<file path="src/rtl/mbx_pkg.sv">
/*
 * Shared constants and carrier types for the four-channel interprocessor mailbox.
 * Assumes both processor ports run on the mailbox clock. Each port offers at most
 * one access per cycle.
 */
package mbx_pkg;

    // Sizes
    localparam int NUM_CH   = 4;
    localparam int NUM_PORT = 2;
    localparam int DATA_W   = 16;
    localparam int ADDR_W   = 8;

    // Port indices
    localparam int PORT_HOST = 0;
    localparam int PORT_DSP  = 1;

    // Register byte offsets
    localparam logic [ADDR_W-1:0] OFS_H2D1_FIRST  = 8'h00;
    localparam logic [ADDR_W-1:0] OFS_H2D1_SECOND = 8'h04;
    localparam logic [ADDR_W-1:0] OFS_D2H1_FIRST  = 8'h08;
    localparam logic [ADDR_W-1:0] OFS_D2H1_SECOND = 8'h0c;
    localparam logic [ADDR_W-1:0] OFS_D2H2_FIRST  = 8'h10;
    localparam logic [ADDR_W-1:0] OFS_D2H2_SECOND = 8'h14;
    localparam logic [ADDR_W-1:0] OFS_H2D1_FLAG   = 8'h18;
    localparam logic [ADDR_W-1:0] OFS_D2H1_FLAG   = 8'h1c;
    localparam logic [ADDR_W-1:0] OFS_D2H2_FLAG   = 8'h20;
    localparam logic [ADDR_W-1:0] OFS_H2D2_FIRST  = 8'h24;
    localparam logic [ADDR_W-1:0] OFS_H2D2_SECOND = 8'h28;
    localparam logic [ADDR_W-1:0] OFS_H2D2_FLAG   = 8'h2c;

    // Channel order: 0 host-to-dsp box1, 1 host-to-dsp box2, 2 dsp-to-host box1, 3 box2
    localparam logic [NUM_CH-1:0][ADDR_W-1:0] CH_FIRST_OFS =
        {OFS_D2H2_FIRST, OFS_D2H1_FIRST, OFS_H2D2_FIRST, OFS_H2D1_FIRST};
    localparam logic [NUM_CH-1:0][ADDR_W-1:0] CH_SECOND_OFS =
        {OFS_D2H2_SECOND, OFS_D2H1_SECOND, OFS_H2D2_SECOND, OFS_H2D1_SECOND};
    localparam logic [NUM_CH-1:0][ADDR_W-1:0] CH_FLAG_OFS =
        {OFS_D2H2_FLAG, OFS_D2H1_FLAG, OFS_H2D2_FLAG, OFS_H2D1_FLAG};

    // Bit c set: the dsp port is the sender of channel c
    localparam logic [NUM_CH-1:0] CH_SENDER_DSP = 4'hc;

    // Reset values and flag layout
    localparam logic [DATA_W-1:0] DATA_RESET   = 16'h0000;
    localparam logic              FLAG_RESET   = 1'b0;
    localparam int                FLAG_INT_BIT = 0;

    // One access request from a processor port
    typedef struct packed {
        logic              sel;
        logic              wr;
        logic [ADDR_W-1:0] addr;
        logic [DATA_W-1:0] wdata;
    } mbx_req_t;

    // Registered answer to a request
    typedef struct packed {
        logic              ack;
        logic              abort;
        logic [DATA_W-1:0] rdata;
    } mbx_rsp_t;

endpackage

</file>
<file path="src/rtl/mbx_top.sv">
/*
 * Four-channel interprocessor mailbox with a host port and a dsp port.
 * Channels 0 and 1 carry host-to-dsp messages, channels 2 and 3 dsp-to-host.
 * Each channel holds a first word, a second word and a pending flag; the
 * flag drives the receiver interrupt as a level.
 * Assumes the interrupt controller does its own masking; a masked request
 * simply stays pending here until the receiver reads the second word.
 * Assumes requests come from logic on i_clk; each answer is given one cycle
 * after the request. The bus bridge turns an abort answer into its own abort.
 */
`timescale 1ns/1ps
// Overview of operation
// - Four channels: two host-to-dsp, two dsp-to-host, each two words and a flag.
// - Sender writing the second word sets the flag and raises the receiver interrupt.
// - Writing the first word only stores it; no flag, no interrupt.
// - While the flag is set, sender writes to both words are blocked.
// - A blocked write is discarded and stored data stays unchanged.
// - A blocked write is answered with an abort to the writer.
// - Receiver reading the second word clears the flag and its interrupt.
// - Sender reading the second word leaves the flag set.
// - Sender may still read its locked words and get stored values.
// - Flag registers are read-only; writing them changes nothing.
// - Flag bit 0 shows pending; bits 15:1 read zero.
// - Each register holds 16 bits at its own word-aligned address.
// - Host writes host-to-dsp words, dsp reads them; the reverse for dsp-to-host.
// - Host-to-dsp flags are host readable; dsp reads of them are aborted, dsp writes are acked without abort.
// - After reset all words read zero and all flags read zero.
// - Masking does not clear a request; only the receiver read does.
module mbx_top
    import mbx_pkg::*;
(
    input  wire logic            i_clk,
    input  wire logic            i_resetn,
    input  wire mbx_req_t        i_host_req,
    input  wire mbx_req_t        i_dsp_req,
    output mbx_rsp_t             o_host_rsp,
    output mbx_rsp_t             o_dsp_rsp,
    output logic [1:0]           o_dsp_irq,
    output logic [1:0]           o_host_irq
);

    mbx_req_t                               req [NUM_PORT];
    mbx_rsp_t                               rsp [NUM_PORT];
    logic [NUM_PORT-1:0][NUM_CH-1:0]        hit_first;
    logic [NUM_PORT-1:0][NUM_CH-1:0]        hit_second;
    logic [NUM_PORT-1:0][NUM_CH-1:0]        hit_flag;
    logic [DATA_W-1:0]                      first_q  [NUM_CH];
    logic [DATA_W-1:0]                      second_q [NUM_CH];
    logic [NUM_CH-1:0]                      pending;
    logic [NUM_CH-1:0]                      wr_first;
    logic [NUM_CH-1:0]                      wr_second;
    logic [NUM_CH-1:0]                      lock_hit;
    logic [NUM_CH-1:0]                      rd_clear;
    logic [NUM_PORT-1:0]                    blocked;
    logic [NUM_PORT-1:0]                    denied;
    logic [NUM_PORT-1:0][DATA_W-1:0]        next_rdata;

    // Port gathering
    assign req[PORT_HOST] = i_host_req;
    assign req[PORT_DSP]  = i_dsp_req;
    assign o_host_rsp     = rsp[PORT_HOST];
    assign o_dsp_rsp      = rsp[PORT_DSP];

    assign o_dsp_irq  = pending[1:0];
    assign o_host_irq = pending[3:2];

    // Address decode, full byte address compare
    // Misaligned or unmapped addresses hit nothing and read zero
    for (genvar p = 0; p < NUM_PORT; p++) begin : g_dec
        for (genvar c = 0; c < NUM_CH; c++) begin : g_ch
            assign hit_first[p][c]  = req[p].sel && (req[p].addr == CH_FIRST_OFS[c]);
            assign hit_second[p][c] = req[p].sel && (req[p].addr == CH_SECOND_OFS[c]);
            assign hit_flag[p][c]   = req[p].sel && (req[p].addr == CH_FLAG_OFS[c]);
        end
    end

    for (genvar c = 0; c < NUM_CH; c++) begin : g_chan
        localparam int S = CH_SENDER_DSP[c] ? PORT_DSP : PORT_HOST;
        localparam int R = CH_SENDER_DSP[c] ? PORT_HOST : PORT_DSP;

        // only the sender writes; not while pending
        assign wr_first[c]  = req[S].wr && hit_first[S][c] && !pending[c];
        assign wr_second[c] = req[S].wr && hit_second[S][c] && !pending[c];
        assign lock_hit[c]  = req[S].wr && (hit_first[S][c] || hit_second[S][c])
                              && pending[c];
        assign rd_clear[c]  = !req[R].wr && hit_second[R][c];

        // First word storage
        always_ff @(posedge i_clk) begin
            if (!i_resetn) begin
                first_q[c] <= DATA_RESET;
            end else if (wr_first[c]) begin
                first_q[c] <= req[S].wdata;
            end
        end

        // Second word storage
        always_ff @(posedge i_clk) begin
            if (!i_resetn) begin
                second_q[c] <= DATA_RESET;
            end else if (wr_second[c]) begin
                second_q[c] <= req[S].wdata;
            end
        end

        // Pending flag, set wins over clear
        // A new message beats a stale clearing read
        always_ff @(posedge i_clk) begin
            if (!i_resetn) begin
                pending[c] <= FLAG_RESET;
            end else if (wr_second[c]) begin
                pending[c] <= 1'b1;
            end else if (rd_clear[c]) begin
                pending[c] <= 1'b0;
            end
        end

    end

    assign blocked[PORT_HOST] = |(lock_hit & ~CH_SENDER_DSP);
    assign blocked[PORT_DSP]  = |(lock_hit & CH_SENDER_DSP);

    // dsp reads of host-to-dsp flags are refused; dsp writes to them are not
    assign denied[PORT_HOST] = 1'b0;
    assign denied[PORT_DSP]  = !req[PORT_DSP].wr && |(hit_flag[PORT_DSP] & ~CH_SENDER_DSP);

    // Read data select and registered answer per port
    for (genvar p = 0; p < NUM_PORT; p++) begin : g_port
        // Read mux, unmapped reads zero
        always_comb begin
            next_rdata[p] = DATA_RESET;
            for (int c = 0; c < NUM_CH; c++) begin
                if (hit_first[p][c]) begin
                    next_rdata[p] = first_q[c];
                end
                if (hit_second[p][c]) begin
                    next_rdata[p] = second_q[c];
                end
                if (hit_flag[p][c] && !denied[p]) begin
                    // bit 0 pending, upper bits zero
                    next_rdata[p] = DATA_RESET;
                    next_rdata[p][FLAG_INT_BIT] = pending[c];
                end
            end
        end

        // Answer register, one cycle after the request
        always_ff @(posedge i_clk) begin
            if (!i_resetn) begin
                rsp[p] <= '0;
            end else begin
                rsp[p].ack   <= req[p].sel;
                rsp[p].abort <= blocked[p] || denied[p];
                rsp[p].rdata <= (req[p].sel && !req[p].wr) ? next_rdata[p] : DATA_RESET;
            end
        end

    end
endmodule

</file>
<file path="config.mk">
export PLATFORM = sky130hd
export DESIGN_NAME = mbx_top
export DESIGN_NICKNAME = d
export VERILOG_FILES = /design/src/rtl/mbx_pkg.sv /design/src/rtl/mbx_top.sv
export SDC_FILE = /design/constraint.sdc
export NUM_CORES = 1
export LEC_CHECK = 0
export BUFFER_PORTS_ARGS = -buffer_cell sky130_fd_sc_hd__buf_2
export CAP_MARGIN = 20
export CELL_PAD_IN_SITES_DETAIL_PLACEMENT = 0
export CELL_PAD_IN_SITES_GLOBAL_PLACEMENT = 1
export CORE_MARGIN = 2
export CORE_UTILIZATION = 50
export CTS_CLUSTER_SIZE = 40
export DETAILED_ROUTE_END_ITERATION = 10
export HOLD_SLACK_MARGIN = 0.08
export PLACE_DENSITY_LB_ADDON = 0.1
export SYNTH_ARGS = -nofsm -noshare
export SYNTH_HDL_FRONTEND = slang
export SYNTH_SLANG_ARGS = --single-unit
</file>
<file path="constraint.sdc">
create_clock -name i_clk -period 5.9 [get_ports i_clk]
set_input_delay 0.295 -clock i_clk [delete_from_list [all_inputs] [get_ports i_clk]]
set_output_delay 0.295 -clock i_clk [all_outputs]
set_load 0.01 [all_outputs]
</file>
Yosys cells after proc, flatten, opt, wreduce, memory -nomap -nowiden:

Memories as Yosys holds them, arrays and structs flattened.
Index checks and enable logic that the tools add are counted.

* register bits after elaboration: 4
* memory bits (writable): 164
* bits of input ports: 54
* output and inout bits: 40
* word-level logic and storage cells: 197
* memories: 3

* eq/ne operators: 22
* mux-type cells: 74
* bitwise logic cells: 14
* reduce and logical (&&, ||, !) cells: 80

Memory list
* first_q: depth 4, width 16, rd ports 4, clocked after Yosys merged registers in 0, write ports 4, line mbx_top.sv:47 `logic [DATA_W-1:0] first_q [NUM_CH];`
* second_q: depth 4, width 16, rd ports 4, clocked after Yosys merged registers in 0, write ports 4, line mbx_top.sv:48 `logic [DATA_W-1:0] second_q [NUM_CH];`
* rsp: depth 2, width 18, rd ports 2, clocked after Yosys merged registers in 0, write ports 2, line mbx_top.sv:43 `mbx_rsp_t rsp [NUM_PORT];`

Operator list (number)
* 2-to-1 mux 16 bit: 36
* equality test 8 x 5 -> 1 bit, second input constant: 8
* equality test 8 x 6 -> 1 bit, second input constant: 8
* logical AND 1 bit: 59
* 2-to-1 mux 1 bit: 38
* equality test 8 x 4 -> 1 bit, second input constant: 4
* equality test 8 x 3 -> 1 bit, second input constant: 2
* zero test 8 bit: 2
* OR 1 bit: 14
* nonzero test 2 bit: 4
* zero test 1 bit: 7
* OR reduction 2 bit: 3
* logical OR 1 bit: 5

Depth between registers and ports, before layout:

* depth after elaboration: 18
* gate-level depth with buffers: 9
* mapped depth without buffers: 5

Worst setup path before layout:

OpenSTA, ideal clock, no wires.

* path kind: in2reg
* from: input port i_dsp_req[20] in the netlist's numbering
* to: memory first_q[2][0], enable pin
* library setup time: 411 ps
* arrival time: 2565 ps
* data required time: 5489 ps
* slack: 2924 ps
* cell stages on the path: 4
* buffers on the path: 1
* cell sequence: buf_2 or4_4 or3_4 o21ai_0

RTL lines
* start: declaration: line mbx_top.sv:35 `input wire mbx_req_t i_dsp_req,`
* end: declaration: line mbx_top.sv:47

==> results_dict.tcl <==
set metrics [dict create \
    status "finished clean" \
    critPathCaptureType "flop" \
    p_comb_frac 0.085 \
    first_global_vias 7805 \
    yosysMostFrequentCell "and2_1" \
    cts_setup_buffers 0 \
    p_sw_uw 722 \
    dp_cells 1211 \
    antennaDiodeCount 0 \
    path_max_fanout 46 \
    final_cells 1247 \
    tightest_slew_ps 1100 \
    ios 94 \
    port-buffer-count 93 \
    multi_input_area_um2 4460 \
    yosysTopAreaCell "edfxtp_1" \
    pwr_density_cell_nw_per_um2 249 \
    seq_area_frac_synth 0.490 \
    critPathLaunchType "input port" \
    tns_ps 0 \
    ys.flop_type "edfxtp_1" \
    synth_edf_count 128 \
    ys_types 68 \
    dr_total_vias 8263 \
    firstDrtPassIters 5 \
    synth.avg_cell_area_um2 10.0 \
    grt_max_degree 81 \
    overflow 0 \
    track_usage 0.315 \
    syn-cell-area_um2 9470 \
    n_fill_cell 1652 \
    cts_tree "built" \
    peakVddDrop_uv 203 \
    dieWidth_um 142 \
    cts_buffer_depth 2 \
    ys_ff_latch 168 \
    place_area_um2 10100 \
    hold_class "input port to flop" \
    synth_top_area_frac 0.406 \
    intPower_mw 1.94 \
    final_antenna_net_count 0 \
    post-route-util 0.573 \
    rows 50 \
    yosys-top-cells-area "edfxtp_1 (41%), and2_1 (9.5%), dfxtp_1 (8.5%)" \
    rsz0062_at_grt "no" \
    fmaxAchievable_mhz 316 \
    drive_above_1_share 0.201 \
    seq_area_um2 4640 \
    min_period_ps 3160 \
    start_util 0.508 \
    die_h_um 142 \
    clock_latency_ps 440 \
    cts_buffers 17 \
    syn_inst 945 \
    grt_pass1_wl_um 47300 \
    skew_ps 13.8 \
    cts_hold_buffers 0 \
    finalSetupViolCount 0 \
    fin_area_um2 10700 \
    gp_congestion 0.913 \
    crit_type "input port to flop" \
    synth-warning-count 0 \
    arrival_ps 3470 \
    hold_violations 0 \
    clock-sinks 168 \
    p_leak_nw 3.65 \
    p_clk_frac 0.409 \
    antenna_found_initial 1 \
    syn_nets 999 \
    dp_hpwl_um 20700 \
    clk_pin_slew_ps 70 \
    dieArea_um2 20100 \
    period_share 0.536 \
    drcViolationCount 0 \
    post-place-ws_ps 2350 \
    drtIter0Drc 972 \
    cts-resized-gates 0 \
    htreeDepth 4 \
    core_um2 18600 \
    switching_share 0.271 \
    wl_um 31100 \
    worstPathRequired_ps 6210 \
    nets 1054 \
    wl_per_cell_um 25.0 \
    synthTopCellsByCount "and2_1 (144), edfxtp_1 (128), nor2_1 (64), clkbuf_1 (60), o21ai_0 (59)" \
    synthArstFlopShare 0 \
    clock-root-buffer "clkbuf_16" \
    slew_viol_final 0 \
    slew_headroom 0.261 \
    finalWorstSetupSlack_ps 2740 \
    synthToLayoutAreaGrowth_pct 12.8 \
    detail_route.vias_per_cell 6.63 \
    p_seq_frac 0.506 \
    drv_cap 0 \
]
## final timing paths
kind	startpoint	to	slack, ps	cells after the start
max	i_dsp_req[18]	second_q[3][15]	2740	6
min	i_dsp_req[8]	first_q[3][8]	160	2
max reg2reg	o_dsp_irq[0]	first_q[0][8]	3840	4
min reg2reg	second_q[3][10]	rsp[1][10]	590	2
## cells in the final DEF, fill, tap and decap left out, drive strengths merged, types with 7 or more instances in the layout
cell type  synthesis  final
mux2i              8      8
a31oi              7      7
o2111ai           16     16
nor2b              8      8
o21a               7      7
or3               10     10
o21ai             59     59
o211ai             7      7
buf               24    120
mux2              14     14
a311oi            14     14
inv               10     16
nand2             30     30
a211oi            17     17
nand2b            18     18
nor3              21     21
nand4             27     27
clkinv             0      7
clkbuf            60     18
edfxtp           128    128
nand3             28     28
a21oi             52     52
nor2              66     66
o22ai             28     28
and2             144    144
o32ai             16     16
dfxtp             40     40
## cells by family after synthesis
logic type | Yosys count | share of synthesized area
flops | 168 | 0.490
mux | 22 | 0.0251
compound gates | 275 | 0.205
buf+inv | 94 | 0.0420
simple gates | 386 | 0.237
## stage by stage
stage                     power, mW  hold slack [ps]
after floorplan                1.49              420
after global placement         1.60              577
after detailed placement       1.60              564
after CTS                      2.66              159
after global routing           2.74              168
final                          2.67              159
## sequential cells by signal, summed over array words and instances, names as in the netlist
name and cells:
o_host_irq 2, first_q 64, o_dsp_irq 2, second_q 64, rsp 36
## per-layer routing
| layer | GRT usage | part of all wire | vias up | wire length (µm) |
|---|---|---|---|---|
| met5 | 0 | 0 | - | 0 |
| met4 | 0.128 | 0.039 | 0 | 1210 |
| met3 | 0.0624 | 0.093 | 72 | 2880 |
| met2 | 0.478 | 0.44 | 510 | 13800 |
| met1 | 0.445 | 0.42 | 3975 | 13200 |
| li1 | - | - | 3706 | - |
## final cells by class
type | count | area share
inverter | 10 | 0.00351
sequential | 168 | 0.435
tap | 234 | 0.0274
multi-input combinational | 683 | 0.417
timing repair buffer | 120 | 0.0639
clock buffer | 18 | 0.0402
clock inverter | 14 | 0.0129
## worst max-delay path, cell delays in order
cell and delay, ps:
buf_2 690, nor3b_2 300, buf_4 390, nand3_1 610
nor2_1 910, and2_1 230
## power groups by stage
stage | clock network, mW | registers, mW | logic [mW]
finish | 1.09 | 1.35 | 0.228
global route | 1.14 | 1.35 | 0.243
CTS | 1.09 | 1.35 | 0.223
detailed placement | 0 | 1.37 | 0.222
global placement | 0 | 1.37 | 0.222
floorplan | 0 | 1.36 | 0.133
(Power assumes the default switching activity.)
